`config.mk`:
```
export PLATFORM = sky130hd
export DESIGN_NAME = nrbt_core
export DESIGN_NICKNAME = d
export VERILOG_FILES = /design/src/nrbt_pkg.sv /design/src/nrbt_alu.sv /design/src/nrbt_core.sv
export SDC_FILE = /design/constraint.sdc
export NUM_CORES = 1
export LEC_CHECK = 0
export ABC_CLOCK_PERIOD_IN_PS = 4000
export BUFFER_PORTS_ARGS = -buffer_cell sky130_fd_sc_hd__buf_2
export CAP_MARGIN = 20
export CORE_MARGIN = 2
export CORE_UTILIZATION = 40
export DETAILED_ROUTE_END_ITERATION = 6
export PLACE_DENSITY = 0.58
export SLEW_MARGIN = 40
export SYNTH_ARGS = -nofsm -noshare
export SYNTH_HDL_FRONTEND = slang
export SYNTH_SLANG_ARGS = --single-unit
export TNS_END_PERCENT = 1
```
`constraint.sdc`:
```
create_clock -name aclk -period 4 [get_ports aclk]
set_input_delay 0.8 -clock aclk [delete_from_list [all_inputs] [get_ports aclk]]
set_output_delay 0.8 -clock aclk [all_outputs]
set_load 0.1 [all_outputs]
```
`src/nrbt_pkg.sv`:
```
// Shared constants and types for the digit rotate and bit test datapath
package nrbt_pkg;

  // Register byte offsets on the AXI4-Lite slave
  localparam logic [7:0] REG_CTRL  = 8'h00;
  localparam logic [7:0] REG_STAT  = 8'h04;
  localparam logic [7:0] REG_INSTR = 8'h08;
  localparam logic [7:0] REG_AF    = 8'h0c;
  localparam logic [7:0] REG_BC    = 8'h10;
  localparam logic [7:0] REG_DE    = 8'h14;
  localparam logic [7:0] REG_PTR   = 8'h18;
  localparam logic [7:0] REG_IDX1  = 8'h1c;
  localparam logic [7:0] REG_IDX2  = 8'h20;

  // Field positions
  localparam int CTRL_START   = 0;
  localparam int STAT_BUSY    = 0;
  localparam int STAT_DONE    = 1;
  localparam int STAT_ILL     = 2;
  localparam int STAT_CNT_LSB = 8;

  // Opcode bytes and fields
  localparam logic [7:0] OPC_EXT    = 8'hed;
  localparam logic [7:0] OPC_ROT_L  = 8'h6f;
  localparam logic [7:0] OPC_ROT_R  = 8'h67;
  localparam logic [7:0] OPC_BITPFX = 8'hcb;
  localparam logic [7:0] OPC_IDX1   = 8'hdd;
  localparam logic [7:0] OPC_IDX2   = 8'hfd;
  localparam logic [1:0] BIT_GROUP  = 2'b01;
  localparam logic [2:0] RSEL_MEM   = 3'b110;

  // Clock states per instruction; one clock state is one aclk period
  localparam logic [4:0] T_ROT_TOTAL  = 5'h12;
  localparam logic [4:0] T_ROT_RD     = 5'h08;
  localparam logic [4:0] T_ROT_WR     = 5'h0f;
  localparam logic [4:0] T_BREG_TOTAL = 5'h08;
  localparam logic [4:0] T_BHL_TOTAL  = 5'h0c;
  localparam logic [4:0] T_BHL_RD     = 5'h08;
  localparam logic [4:0] T_BIDX_TOTAL = 5'h14;
  localparam logic [4:0] T_BIDX_RD    = 5'h0f;
  localparam logic [4:0] T_RD_LAT     = 5'h02;

  // Fixed values for the flags a bit test leaves undefined
  localparam logic BIT_S_FIXED  = 1'h0;
  localparam logic BIT_PV_FIXED = 1'h0;

  // Reset values and bus answers
  localparam logic [7:0]  RST_BYTE    = 8'h00;
  localparam logic [15:0] RST_PAIR    = 16'h0000;
  localparam logic [1:0]  RESP_OKAY   = 2'h0;
  localparam logic [1:0]  RESP_SLVERR = 2'h2;

  typedef enum logic [2:0] {
    K_NONE = 3'b000,
    K_RLD  = 3'b001,
    K_RRD  = 3'b010,
    K_BREG = 3'b011,
    K_BHL  = 3'b100,
    K_BIDX = 3'b101,
    K_ILL  = 3'b110
  } nrbt_kind_t;

  typedef struct packed {
    logic s;
    logic z;
    logic f5;
    logic h;
    logic f3;
    logic pv;
    logic n;
    logic c;
  } nrbt_flags_t;

  typedef struct packed {
    nrbt_kind_t kind;
    logic [2:0] bsel;
    logic [2:0] rsel;
    logic [7:0] disp;
    logic       use_idx2;
  } nrbt_op_t;

endpackage : nrbt_pkg

```
`src/nrbt_alu.sv`:
```
// Result and flag logic for digit rotates and bit tests
module nrbt_alu
  import nrbt_pkg::*;
(
  // Operation
  input  wire nrbt_kind_t  kind,
  input  wire logic [2:0]  bsel,
  // Operands
  input  wire logic [7:0]  acc,
  input  wire logic [7:0]  mem,
  input  wire logic [7:0]  opnd,
  input  wire nrbt_flags_t flags_in,
  // Results
  output logic [7:0]       acc_out,
  output logic [7:0]       mem_out,
  output nrbt_flags_t      flags_out
);

  // Nibble exchange, then flags from the new accumulator; bit tests take zero from the chosen operand bit
  always_comb
  begin
    acc_out   = acc;
    mem_out   = mem;
    flags_out = flags_in;
    unique case (kind)
      K_RLD, K_RRD:
      begin
        if (kind == K_RLD)
        begin
          mem_out = {mem[3:0], acc[3:0]};
          acc_out = {acc[7:4], mem[7:4]};
        end
        else
        begin
          acc_out = {acc[7:4], mem[3:0]};
          mem_out = {acc[3:0], mem[7:4]};
        end
        flags_out.s  = acc_out[7];
        flags_out.z  = (acc_out == RST_BYTE);
        flags_out.pv = ~^acc_out;
        flags_out.h  = 1'b0;
        flags_out.n  = 1'b0;
      end
      K_BREG, K_BHL, K_BIDX:
      begin
        flags_out.z  = ~opnd[bsel];
        flags_out.h  = 1'b1;
        flags_out.n  = 1'b0;
        flags_out.s  = BIT_S_FIXED;
        flags_out.pv = BIT_PV_FIXED;
      end
      default:
      begin
        // No-op for idle or refused codes
      end
    endcase
  end

endmodule : nrbt_alu

```
`src/nrbt_core.sv`:
```
// Digit rotate and bit test execution unit with AXI4-Lite register access
// Notes on behaviour
// - Left rotate: mem low to mem high, mem high to acc low, acc low to mem low.
// - Right rotate is ED 67; acc low nibble takes memory low nibble at pointer pair.
// - Right rotate: old acc low to mem high, mem high to mem low; acc high kept.
// - Each digit rotate lasts 18 clock states in five machine cycles.
// - After a rotate, sign follows accumulator bit 7.
// - After a rotate, zero is set when the accumulator is zero.
// - After a rotate, parity flag shows even parity; half and subtract clear; carry kept.
// - Register bit test is CB, 01 bbb rrr; 8 clock states.
// - Register field B..L as 000..101, accumulator 111; bit field selects bits 0..7.
// - Every bit test sets zero when the chosen bit is 0, else clears it.
// - Bit test sets half carry, clears subtract, keeps carry; sign and parity undefined.
// - Pointer bit test is CB, 01 bbb 110; reads memory, 12 clock states.
// - First index bit test DD CB d op; address index plus signed d; 20 states.
// - Second index bit test uses prefix FD and the second index pair.
// - A bit test writes only flags, never the register or memory byte.
module nrbt_core
  import nrbt_pkg::*;
(
  // Clock and reset
  input  wire logic        aclk,
  input  wire logic        aresetn,
  // AXI4-Lite write channels
  input  wire logic [7:0]  s_axi_awaddr,
  input  wire logic        s_axi_awvalid,
  output logic             s_axi_awready,
  input  wire logic [31:0] s_axi_wdata,
  input  wire logic [3:0]  s_axi_wstrb,
  input  wire logic        s_axi_wvalid,
  output logic             s_axi_wready,
  output logic [1:0]       s_axi_bresp,
  output logic             s_axi_bvalid,
  input  wire logic        s_axi_bready,
  // AXI4-Lite read channels
  input  wire logic [7:0]  s_axi_araddr,
  input  wire logic        s_axi_arvalid,
  output logic             s_axi_arready,
  output logic [31:0]      s_axi_rdata,
  output logic [1:0]       s_axi_rresp,
  output logic             s_axi_rvalid,
  input  wire logic        s_axi_rready,
  // Memory port, synchronous memory on aclk
  output logic             mem_rd,
  output logic             mem_wr,
  output logic [15:0]      mem_addr,
  output logic [7:0]       mem_wdata,
  input  wire logic [7:0]  mem_rdata,
  // Status
  output logic             busy
);

  typedef enum logic {ST_IDLE = 1'b0, ST_RUN = 1'b1} nrbt_state_t;

  nrbt_state_t state_q, state_d;
  nrbt_op_t    op_q, op_d, dec;
  nrbt_flags_t flags_q, flags_d, alu_flags;
  logic [7:0]  acc_q, acc_d, mdata_q, mdata_d, alu_acc, alu_mem, opnd;
  logic [15:0] bc_q, bc_d, de_q, de_d, ptr_q, ptr_d;
  logic [15:0] idx1_q, idx1_d, idx2_q, idx2_d, addr_q, addr_d, idx_addr;
  logic [31:0] instr_q, instr_d, wmerge;
  logic [4:0]  t_q, t_d, last_t_q, last_t_d, tot, rd_at, wr_at;
  logic        rd_use, wr_use, done_q, done_d, ill_q, ill_d, commit, start;
  logic        mem_rd_q, mem_rd_d, mem_wr_q, mem_wr_d;
  logic [15:0] mem_addr_q, mem_addr_d;
  logic [7:0]  mem_wdata_q, mem_wdata_d;
  logic        aw_hold_q, aw_hold_d, w_hold_q, w_hold_d, wr_fire;
  logic [7:0]  aw_addr_q, aw_addr_d;
  logic [31:0] w_data_q, w_data_d, rdata_q, rdata_d, rd_word;
  logic [3:0]  w_strb_q, w_strb_d;
  logic        bvalid_q, bvalid_d, rvalid_q, rvalid_d;
  logic [1:0]  bresp_q, bresp_d, rresp_q, rresp_d;

  // Opcode decode from the instruction word, first byte in the low lane
  function automatic nrbt_op_t decode(input logic [31:0] w);
    nrbt_op_t o;
    o      = '0;
    o.kind = K_ILL;
    if (w[7:0] == OPC_EXT)
    begin
      if (w[15:8] == OPC_ROT_L)
        o.kind = K_RLD;
      else if (w[15:8] == OPC_ROT_R)
        o.kind = K_RRD;
    end
    else if (w[7:0] == OPC_BITPFX && w[15:14] == BIT_GROUP)
    begin
      o.bsel = w[13:11];
      o.rsel = w[10:8];
      o.kind = (w[10:8] == RSEL_MEM) ? K_BHL : K_BREG;
    end
    else if ((w[7:0] == OPC_IDX1 || w[7:0] == OPC_IDX2) && w[15:8] == OPC_BITPFX &&
             w[31:30] == BIT_GROUP && w[26:24] == RSEL_MEM)
    begin
      o.kind     = K_BIDX;
      o.bsel     = w[29:27];
      o.rsel     = RSEL_MEM;
      o.disp     = w[23:16];
      o.use_idx2 = (w[7:0] == OPC_IDX2);
    end
    return o;
  endfunction : decode

  // Byte-lane merge for strobed writes
  function automatic logic [31:0] merge(input logic [31:0] old, input logic [31:0] nw, input logic [3:0] s);
    logic [31:0] r;
    r = old;
    for (int i = 0; i < 4; i++)
      if (s[i])
        r[8*i +: 8] = nw[8*i +: 8];
    return r;
  endfunction : merge

  // Timing plan per instruction kind
  always_comb
  begin
    tot    = T_BREG_TOTAL;
    rd_at  = T_ROT_RD;
    wr_at  = T_ROT_WR;
    rd_use = 1'b0;
    wr_use = 1'b0;
    unique case (op_q.kind)
      K_RLD, K_RRD:
      begin
        tot    = T_ROT_TOTAL;
        rd_at  = T_ROT_RD;
        wr_at  = T_ROT_WR;
        rd_use = 1'b1;
        wr_use = 1'b1;
      end
      K_BHL:
      begin
        tot    = T_BHL_TOTAL;
        rd_at  = T_BHL_RD;
        rd_use = 1'b1;
      end
      K_BIDX:
      begin
        tot    = T_BIDX_TOTAL;
        rd_at  = T_BIDX_RD;
        rd_use = 1'b1;
      end
      K_BREG:
        tot = T_BREG_TOTAL;
      default:
        tot = T_BREG_TOTAL;
    endcase
  end

  // Operand select; code 110 is the fetched memory byte
  always_comb
  begin
    unique case (op_q.rsel)
      3'b000: opnd = bc_q[15:8];
      3'b001: opnd = bc_q[7:0];
      3'b010: opnd = de_q[15:8];
      3'b011: opnd = de_q[7:0];
      3'b100: opnd = ptr_q[15:8];
      3'b101: opnd = ptr_q[7:0];
      3'b110: opnd = mdata_q;
      3'b111: opnd = acc_q;
    endcase
  end

  nrbt_alu u_alu (
    .kind      (op_q.kind),
    .bsel      (op_q.bsel),
    .acc       (acc_q),
    .mem       (mdata_q),
    .opnd      (opnd),
    .flags_in  (flags_q),
    .acc_out   (alu_acc),
    .mem_out   (alu_mem),
    .flags_out (alu_flags)
  );

  assign dec      = decode(instr_q);
  assign idx_addr = (dec.use_idx2 ? idx2_q : idx1_q) + {{8{dec.disp[7]}}, dec.disp};
  assign commit   = (state_q == ST_RUN) && (t_q == tot - 5'h01);
  assign start    = (state_q == ST_IDLE) && wr_fire && aw_addr_q == REG_CTRL &&
                    w_strb_q[0] && w_data_q[CTRL_START];
  assign wmerge   = merge(rd_word, w_data_q, w_strb_q);

  // Execution sequencer; software writes land only while idle
  always_comb
  begin
    state_d     = state_q;
    op_d        = op_q;
    flags_d     = flags_q;
    acc_d       = acc_q;
    bc_d        = bc_q;
    de_d        = de_q;
    ptr_d       = ptr_q;
    idx1_d      = idx1_q;
    idx2_d      = idx2_q;
    instr_d     = instr_q;
    addr_d      = addr_q;
    mdata_d     = mdata_q;
    t_d         = t_q;
    last_t_d    = last_t_q;
    done_d      = done_q;
    ill_d       = ill_q;
    mem_rd_d    = 1'b0;
    mem_wr_d    = 1'b0;
    mem_addr_d  = mem_addr_q;
    mem_wdata_d = mem_wdata_q;
    unique case (state_q)
      ST_IDLE:
      begin
        if (start)
        begin
          op_d   = dec;
          t_d    = 5'h00;
          done_d = 1'b0;
          ill_d  = 1'b0;
          addr_d = (dec.kind == K_BIDX) ? idx_addr : ptr_q;
          if (dec.kind == K_ILL)
          begin
            // Refused code finishes at once and touches nothing
            ill_d  = 1'b1;
            done_d = 1'b1;
          end
          else
            state_d = ST_RUN;
        end
        else if (wr_fire)
        begin
          case (aw_addr_q)
            REG_INSTR: instr_d = wmerge;
            REG_AF:
            begin
              acc_d   = wmerge[15:8];
              flags_d = nrbt_flags_t'(wmerge[7:0]);
            end
            REG_BC:   bc_d   = wmerge[15:0];
            REG_DE:   de_d   = wmerge[15:0];
            REG_PTR:  ptr_d  = wmerge[15:0];
            REG_IDX1: idx1_d = wmerge[15:0];
            REG_IDX2: idx2_d = wmerge[15:0];
            default:  instr_d = instr_q;
          endcase
        end
      end
      ST_RUN:
      begin
        t_d = t_q + 5'h01;
        if (rd_use && t_q == rd_at)
        begin
          mem_rd_d   = 1'b1;
          mem_addr_d = addr_q;
        end
        if (rd_use && t_q == rd_at + T_RD_LAT)
          mdata_d = mem_rdata;
        // Only rotates write back; bit tests never drive a write
        if (wr_use && t_q == wr_at)
        begin
          mem_wr_d    = 1'b1;
          mem_addr_d  = addr_q;
          mem_wdata_d = alu_mem;
        end
        if (commit)
        begin
          acc_d    = alu_acc;
          flags_d  = alu_flags;
          last_t_d = tot;
          done_d   = 1'b1;
          state_d  = ST_IDLE;
        end
      end
    endcase
  end

  always_ff @(posedge aclk)
  begin
    if (!aresetn)
    begin
      state_q     <= ST_IDLE;
      op_q        <= '0;
      flags_q     <= '0;
      acc_q       <= RST_BYTE;
      bc_q        <= RST_PAIR;
      de_q        <= RST_PAIR;
      ptr_q       <= RST_PAIR;
      idx1_q      <= RST_PAIR;
      idx2_q      <= RST_PAIR;
      instr_q     <= '0;
      addr_q      <= RST_PAIR;
      mdata_q     <= RST_BYTE;
      t_q         <= 5'h00;
      last_t_q    <= 5'h00;
      done_q      <= 1'b0;
      ill_q       <= 1'b0;
      mem_rd_q    <= 1'b0;
      mem_wr_q    <= 1'b0;
      mem_addr_q  <= RST_PAIR;
      mem_wdata_q <= RST_BYTE;
    end
    else
    begin
      state_q     <= state_d;
      op_q        <= op_d;
      flags_q     <= flags_d;
      acc_q       <= acc_d;
      bc_q        <= bc_d;
      de_q        <= de_d;
      ptr_q       <= ptr_d;
      idx1_q      <= idx1_d;
      idx2_q      <= idx2_d;
      instr_q     <= instr_d;
      addr_q      <= addr_d;
      mdata_q     <= mdata_d;
      t_q         <= t_d;
      last_t_q    <= last_t_d;
      done_q      <= done_d;
      ill_q       <= ill_d;
      mem_rd_q    <= mem_rd_d;
      mem_wr_q    <= mem_wr_d;
      mem_addr_q  <= mem_addr_d;
      mem_wdata_q <= mem_wdata_d;
    end
  end

  // Register read view; a firing write borrows it for its byte merge, so reads wait that cycle
  always_comb
  begin
    rd_word = '0;
    unique case (wr_fire ? aw_addr_q : s_axi_araddr)
      REG_STAT:
      begin
        rd_word[STAT_BUSY]             = busy;
        rd_word[STAT_DONE]             = done_q;
        rd_word[STAT_ILL]              = ill_q;
        rd_word[STAT_CNT_LSB +: 5]     = last_t_q;
      end
      REG_INSTR: rd_word = instr_q;
      REG_AF:    rd_word[15:0] = {acc_q, flags_q};
      REG_BC:    rd_word[15:0] = bc_q;
      REG_DE:    rd_word[15:0] = de_q;
      REG_PTR:   rd_word[15:0] = ptr_q;
      REG_IDX1:  rd_word[15:0] = idx1_q;
      REG_IDX2:  rd_word[15:0] = idx2_q;
      default:   rd_word = '0;
    endcase
  end

  // AXI4-Lite slave: address and data taken in either order, one write and one read
  assign wr_fire = aw_hold_q && w_hold_q && !bvalid_q;

  always_comb
  begin
    aw_hold_d = aw_hold_q;
    aw_addr_d = aw_addr_q;
    w_hold_d  = w_hold_q;
    w_data_d  = w_data_q;
    w_strb_d  = w_strb_q;
    bvalid_d  = bvalid_q && !s_axi_bready;
    bresp_d   = bresp_q;
    rvalid_d  = rvalid_q && !s_axi_rready;
    rresp_d   = rresp_q;
    rdata_d   = rdata_q;
    if (s_axi_awvalid && !aw_hold_q)
    begin
      aw_hold_d = 1'b1;
      aw_addr_d = s_axi_awaddr;
    end
    if (s_axi_wvalid && !w_hold_q)
    begin
      w_hold_d = 1'b1;
      w_data_d = s_axi_wdata;
      w_strb_d = s_axi_wstrb;
    end
    if (wr_fire)
    begin
      aw_hold_d = 1'b0;
      w_hold_d  = 1'b0;
      bvalid_d  = 1'b1;
      bresp_d   = (aw_addr_q <= REG_IDX2 && aw_addr_q[1:0] == 2'h0) ? RESP_OKAY : RESP_SLVERR;
    end
    // A read waits one cycle behind a write decision, since both share the view mux
    if (s_axi_arvalid && !rvalid_q && !wr_fire)
    begin
      rvalid_d = 1'b1;
      rdata_d  = rd_word;
      rresp_d  = (s_axi_araddr <= REG_IDX2 && s_axi_araddr[1:0] == 2'h0) ? RESP_OKAY : RESP_SLVERR;
    end
  end

  always_ff @(posedge aclk)
  begin
    if (!aresetn)
    begin
      aw_hold_q <= 1'b0;
      aw_addr_q <= 8'h00;
      w_hold_q  <= 1'b0;
      w_data_q  <= '0;
      w_strb_q  <= 4'h0;
      bvalid_q  <= 1'b0;
      bresp_q   <= RESP_OKAY;
      rvalid_q  <= 1'b0;
      rresp_q   <= RESP_OKAY;
      rdata_q   <= '0;
    end
    else
    begin
      aw_hold_q <= aw_hold_d;
      aw_addr_q <= aw_addr_d;
      w_hold_q  <= w_hold_d;
      w_data_q  <= w_data_d;
      w_strb_q  <= w_strb_d;
      bvalid_q  <= bvalid_d;
      bresp_q   <= bresp_d;
      rvalid_q  <= rvalid_d;
      rresp_q   <= rresp_d;
      rdata_q   <= rdata_d;
    end
  end

  // Port drive
  assign s_axi_awready = !aw_hold_q;
  assign s_axi_wready  = !w_hold_q;
  assign s_axi_bvalid  = bvalid_q;
  assign s_axi_bresp   = bresp_q;
  assign s_axi_arready = !rvalid_q && !wr_fire;
  assign s_axi_rvalid  = rvalid_q;
  assign s_axi_rdata   = rdata_q;
  assign s_axi_rresp   = rresp_q;
  assign mem_rd        = mem_rd_q;
  assign mem_wr        = mem_wr_q;
  assign mem_addr      = mem_addr_q;
  assign mem_wdata     = mem_wdata_q;
  assign busy          = (state_q == ST_RUN);

  // Helpers read only by the checks below
  logic        cy, tbit;
  logic [7:0]  rrd_exp;
  assign cy      = flags_q.c;
  assign tbit    = opnd[op_q.bsel];
  assign rrd_exp = {acc_q[7:4], mdata_q[3:0]};
endmodule : nrbt_core

```
# Word-level counts from Yosys, hierarchy flattened

Cells that the tools add are included.

$add $sub $neg: 4
Eq/ne operators: 51
Order comparisons: 3
Reduce and logical (&&, ||, !) cells: 58
Bitwise gates (word level): 4
Multiplexer cells: 63

Operator list:

| cell                                                 | number |
|---|---|
| two-way mux 8 bit                                    | 17 |
| two-way mux 16 bit                                   | 5 |
| equality test 8 x 5 -> 1 bit (second input constant) | 8 |
| case mux 8 bit (8 select lines)                      | 1 |
| equality test 8 bit (second input constant)          | 5 |
| case mux 5 bit (8 select lines)                      | 1 |
| case mux 5 bit (7 select lines)                      | 1 |
| equality test 8 x 4 -> 1 bit (second input constant) | 4 |
| case mux 8 bit (2 select lines)                      | 2 |
| equality test 3 bit (second input constant)          | 10 |
| AND reduction 4 bit                                  | 7 |
| case mux 3 bit (8 select lines)                      | 1 |
| logical AND 1 bit                                    | 23 |
| case mux 3 bit (7 select lines)                      | 1 |
| two-way mux 9 bit                                    | 2 |
| two-way mux 17 bit                                   | 1 |
| adder 16 bit                                         | 1 |
| equality test 8 x 6 -> 1 bit (second input constant) | 2 |
| equality test 8 x 7 -> 1 bit (second input constant) | 2 |
| <= comparator 8 x 6 -> 1 bit (second input constant) | 2 |
| logical NOT 8 bit                                    | 2 |
| two-way mux 15 bit                                   | 1 |
| two-way mux 3 bit                                    | 5 |
| case mux 5 bit (3 select lines)                      | 1 |
| 34 further kinds                                     | 78 |

Logic and storage cells: 222
Input bits: 67
Output and inout bits: 68
Flip-flop bits (word level): 284

# Longest topological paths before layout

Word-level depth: 12
Depth in mapped cells: 17
Mapped depth without buffers: 15

# Cells and area by module

A second synthesis with hierarchy kept.

Cell total of the unflattened synthesis: 1777
Area, all modules: 14599.0 um2

By module, submodules not included:

| module    | cells each | times used | area an instance (um2) | seq. area each (um2) |
|---|---|---|---|---|
| nrbt_core | 1649       | 1          | 13802.0                | 5625.4 |
| nrbt_alu  | 128        | 1          | 797.0                  | 0.0 |

# Least setup slack after synthesis

Ideal clock, no wire load.

Path type: reg-to-reg
From: reg instr_q[8]
To: reg addr_q[13]
Setup slack: -0.023 ns
Setup time: 0.120 ns
Cell stages (with the launch flop): 16
Period minus slack after synthesis: 4.023 ns
Arrival time: 3.903 ns
Path buffers: 2
Data required time: 3.880 ns
Path through: dfxtp_1 nor4bb_1 nand4_1 or2_2 clkbuf_1 nor2_1 buf_2 mux2_2 ha_1 a2111oi_0 nor3_1 a211oi_1 o21ai_0 a21oi_1 mux2i_1 nor3_1

Longest elaborated chain between the ends: 10
Elaborated cells on any way between the ends: 19
Those cells by class: 1 x add/sub; 5 x eq/ne; 10 x mux; 3 x reduce/logical

RTL lines:

| what                            | RTL line         | source |
|---|---|---|
| start, declared                 | nrbt_core.sv:61  | `logic [31:0] instr_q, instr_d, wmerge;` |
| start signal, assigned          | nrbt_core.sv:309 | `instr_q <= instr_d;` |
| equality test 8 bit             | nrbt_core.sv:92  | `else if ((w[7:0] == OPC_IDX1 \|\| w[7:0] == OPC_IDX2) && w[15:8] == OPC_BITPFX &&` |
| logical AND 1 bit (2 in series) | nrbt_core.sv:92  |  |
| logical AND 1 bit               | nrbt_core.sv:93  | `w[31:30] == BIT_GROUP && w[26:24] == RSEL_MEM)` |
| two-way mux 17 bit              | nrbt_core.sv:92  |  |
| two-way mux 9 bit               | nrbt_core.sv:86  | `else if (w[7:0] == OPC_BITPFX && w[15:14] == BIT_GROUP)` |
| two-way mux 15 bit              | nrbt_core.sv:79  | `if (w[7:0] == OPC_EXT)` |
| two-way mux 16 bit              | nrbt_core.sv:178 | `assign idx_addr = (dec.use_idx2 ? idx2_q : idx1_q) + {{8{dec.disp[7]}}, dec.disp};` |
| adder 16 bit                    | nrbt_core.sv:178 |  |
| two-way mux 16 bit (*)          | nrbt_core.sv:216 | `addr_d = (dec.kind == K_BIDX) ? idx_addr : ptr_q;` |
| end signal, assigned            | nrbt_core.sv:310 | `addr_q <= addr_d;` |
| end, declared                   | nrbt_core.sv:60  | `logic [15:0] idx1_q, idx1_d, idx2_q, idx2_d, addr_q, addr_d, idx_addr;` |

Mark *: on every way between the ends. The rest lies on a longest branch, timed or not.
A chain may end at the register's enable or synchronous reset.

# Final worst setup path

From: reg instr_q[1]
To: reg addr_q[15]

Longest elaborated chain between the ends: 11
Elaborated cells on any way between the ends: 18
Those cells by class: 1 x add/sub; 5 x eq/ne; 7 x mux; 5 x reduce/logical

RTL lines:

| what                                   | RTL line |
|---|---|
| equality test 8 bit (on tied branches) | nrbt_core.sv:92, nrbt_core.sv:99 |
| logical OR 1 bit                       | nrbt_core.sv:92 |
| logical AND 1 bit (2 in series)        | nrbt_core.sv:92 |
| logical AND 1 bit                      | nrbt_core.sv:93 |
| two-way mux 17 bit                     | nrbt_core.sv:92 |
| two-way mux 9 bit                      | nrbt_core.sv:86 |
| two-way mux 15 bit                     | nrbt_core.sv:79 |
| two-way mux 16 bit                     | nrbt_core.sv:178 |
| adder 16 bit                           | nrbt_core.sv:178 |
| two-way mux 16 bit (*)                 | nrbt_core.sv:216 |

Marked as above.

==> impl_metrics.csv <==
group,metric,value,unit
outcome,status,"completed",
sta,tightest_slew,0.8577,ns
global_route,grt_pass1_wl,74020,um
cells_and_area,layout.nets,1873,
logic_synthesis,synth_compound_area_frac,0.1865,
floorplanning,die-area,36040,sq um
route,drc,0,
global_route,grt_use_met1,0.3770,
logic_synthesis,synth_xor_area_frac,0.008242,
logic_synthesis,synthMuxAreaShare,0.09945,
route,drtIter0Drc,1368,
sta,setup_viol_count_final,0,
global_route,top_usage_layer,"met2",
logic_synthesis,syn_area_per_cell,8.272,sq um
sta,slew-limit-headroom,0.4282,
sta,fin_crit_sh,0.9730,
logic_synthesis,syn_area,13810,sq um
logic_synthesis,seq_area_frac_synth,0.4072,
global_route,antenna_found_initial,0,
logic_synthesis,synthFlopType,"dfxtp_1",
power,leakagePower,5.975,nW
cts,cts_buffers,31,
cells_and_area,multi_input_area,7685,sq um
placed_design,hpwl,35200,um
cells_and_area,mostFrequentLayoutCell,"dfxtp_1",
global_route,grt_pass1_vias,12191,
placed_design,portBuffers,132,
cells_and_area,regArea,5627,sq um
logic_synthesis,synth_top_family_by_area,"simple AND/OR/NAND/NOR gates",
worst_setup_path,crit_type,"reg -> reg",
worst_setup_path,slowest_delay,0.44,ns
worst_setup_path,cpMostUsedCell,"a21oi_1",
logic_synthesis,yosys_warnings,0,
route,finalWirelength,48340,um
cells_and_area,utilization,0.4722,
sta,final.min_clock_period,3.892,ns
cts,cts_buffer_depth,3,
worst_setup_path,worstSetupEndpointType,"flip-flop",
route,ant_nets,0,
cts,htree_num_levels,1,
cts,clock-sinks,281,
sta,max_freq,256.9,MHz
cts,clk_pin_slew,0.06,ns
worst_setup_path,critPathTopFamily,"compound AO/OA/AOI/OAI gates",
logic_synthesis,yosys.area_share.simple,0.2336,
sta,slew_violations,0,
global_route,grt.met2_usage,0.4003,
route,via_per_inst,5.772,
sta,tns,0,ns
cts,root_buffer,"clkbuf_16",
worst_setup_path,startpoint_type,"flip-flop",
sta,finalHoldViolCount,0,
sta,hold_slack,0.4495,ns
logic_synthesis,syn_inst,1670,
power,power,6.249,mW
global_route,grtUsageTotal,0.2643,
worst_setup_path,path_cells,"nor4bb_2, nand4_1, or2_2, nor2_4, buf_4, mux2_2, ha_1, a2111oi_1, nor3_1, a211oi_2, o21ai_0, a21oi_1, o221ai_1, a21oi_1",
sta,fin_skew,0.02460,ns
min_path,hp-class,"reg -> reg",
worst_setup_path,slowest_stage,"a2111oi_1",
power,power.density,385.9,nW/um^2
cts,hold_buffers,0,
worst_setup_path,worstPathArrival,4.38,ns
logic_synthesis,synth-edff-count,0,
route,wl_per_cell,21.39,um
cells_and_area,antenna_cells,0,
floorplanning,ios,135,
logic_synthesis,synthAdderAreaFrac,0.02137,
worst_setup_path,crit_fanout,7,
cts,clk_latency,0.57,ns
cts,tritoncts,"yes",
job,maxCapViolCount,0,
global_route,globalRoute.totalOverflow,0,
cells_and_area,fillCellCount,3444,
cells_and_area,final_cell_mix,"dfxtp_1, nand2_1, a21oi_1",
route,first_pass_iters,5,
cells_and_area,syn_to_final_growth,17.21,%
worst_setup_path,crit_buf_inv,1,
logic_synthesis,synth_seq_cells,281,
floorplanning,core_area,34290,sq um
logic_synthesis,async_flop_share,0,
placed_design,place.gp.congestion,1.001,
global_route,grt_max_degree,110,
cells_and_area,drive_above_1_share,0.1817,
logic_synthesis,synthDistinctLibCells,83,
route,vias,13044,
floorplanning,rows,68,
global_route,groute.layer.met3.usage,0.04280,
power,ir_drop,301.7,uV
worst_setup_path,crit_required,4.49,ns
floorplanning,start_util,0.4029,
floorplanning,fp.dieH,189.8,um
floorplanning,die_x,189.8,um
## cell type report
class                           instances  area share
Clock inverter                         13    0.007959
Inverter                               27    0.006723
Sequential cell                       281      0.3475
Tap cell                              455     0.03516
Multi-Input combinational cell       1242      0.4746
Timing Repair Buffer                  200     0.07387
Clock buffer                           42     0.05417
## per-stage QoR
| stage | cell area (sq um) | std cells | setup WS, ns |
|---|---|---|---|
| floorplan | 13820 | 1671 | 0.06689 |
| global placement | 15100 | 2203 | 0.07719 |
| detailed placement | 15110 | 2203 | 0.009942 |
| CTS | 16120 | 2258 | 0.06696 |
| global route | 16190 | 2260 | -0.02957 |
| finish | 16190 | 2260 | 0.1081 |
## routing by layer
metal / routed length (um) / vias to the layer above / part of all wire
li1: - / 6209 / -
met1: 21620 / 6201 / 0.45
met2: 20990 / 535 / 0.43
met3: 3850 / 99 / 0.080
met4: 1880 / 0 / 0.039
met5: 0 / - / 0
## logic make-up (layout without fill, tap and decap cells)
kind of cell,Yosys count,in the layout
AND/OR/NAND/NOR,675,675
AO/OA/AOI/OAI,400,400
flip-flops,281,281
buffers and inverters,148,282
multiplexers,129,129
adder cells (fa/ha/maj),23,23
XOR/XNOR,13,13
other,1,2
## flip-flops by register name, indices dropped and copies added (netlist names), 16 cells and up
name / cells
bc_q: 16
addr_q: 16
ptr_q: 16
de_q: 16
idx2_q: 16
w_data_q: 32
mem_addr: 16
s_axi_rdata: 32
idx1_q: 16
instr_q: 32
## worst paths after layout
| kind | start | to | slack, ns | depth (start not counted) |
|---|---|---|---|---|
| max reg2reg | instr_q[1]$_SDFFE_PN0P_ | addr_q[15]$_SDFFE_PN0P_ | 0.11 | 14 |
| min reg2reg | s_axi_rdata[19]$_SDFFE_PN0P_ | s_axi_rdata[19]$_SDFFE_PN0P_ | 0.45 | 2 |
| min | s_axi_rdata[19]$_SDFFE_PN0P_ | s_axi_rdata[19]$_SDFFE_PN0P_ | 0.45 | 2 |
| max | instr_q[1]$_SDFFE_PN0P_ | addr_q[15]$_SDFFE_PN0P_ | 0.11 | 14 |
## repair_timing
action | in CTS | in global routing
resized for setup | 1 | 8
pin swaps | 0 | 2
setup endpoints to repair | 1 | 4
setup buffers | 0 | 2
## cells in the mapped netlist (13+ instances only)
cell type	instances	area, sq um
buf_1	13	48.80
a221oi_1	14	122.6
mux2i_1	101	1011
nor2_1	138	518.0
and2_1	17	106.4
a21oi_1	176	880.8
buf_2	20	100.1
a211oi_1	26	195.2
nand3_1	75	375.4
nand2_1	233	874.6
or3_1	66	412.9
inv_1	26	97.59
clkbuf_1	84	315.3
ha_1	22	275.3
o21ai_0	70	350.3
nor3_1	55	275.3
dfxtp_1	281	5625
mux2_2	23	259.0
## worst reg2reg max path: stages, from the launching register on
cell       delay, ns
dfxtp_1         0.32
nor4bb_2        0.36
nand4_1         0.21
or2_2           0.38
nor2_4          0.20
buf_4           0.15
mux2_2          0.32
ha_1            0.19
a2111oi_1       0.44
nor3_1          0.14
a211oi_2        0.29
o21ai_0         0.17
a21oi_1         0.26
o221ai_1        0.20
a21oi_1         0.18
## report_power, final
part           leakage, nW  total (mW)  internal (mW)  switching, mW
Combinational         3.20       0.511          0.128          0.383
Sequential            2.27        2.88           2.84         0.0362
Clock                0.499        2.86           1.66           1.20
Total                 5.97        6.25           4.63           1.62
(Power assumes the default switching activity.)
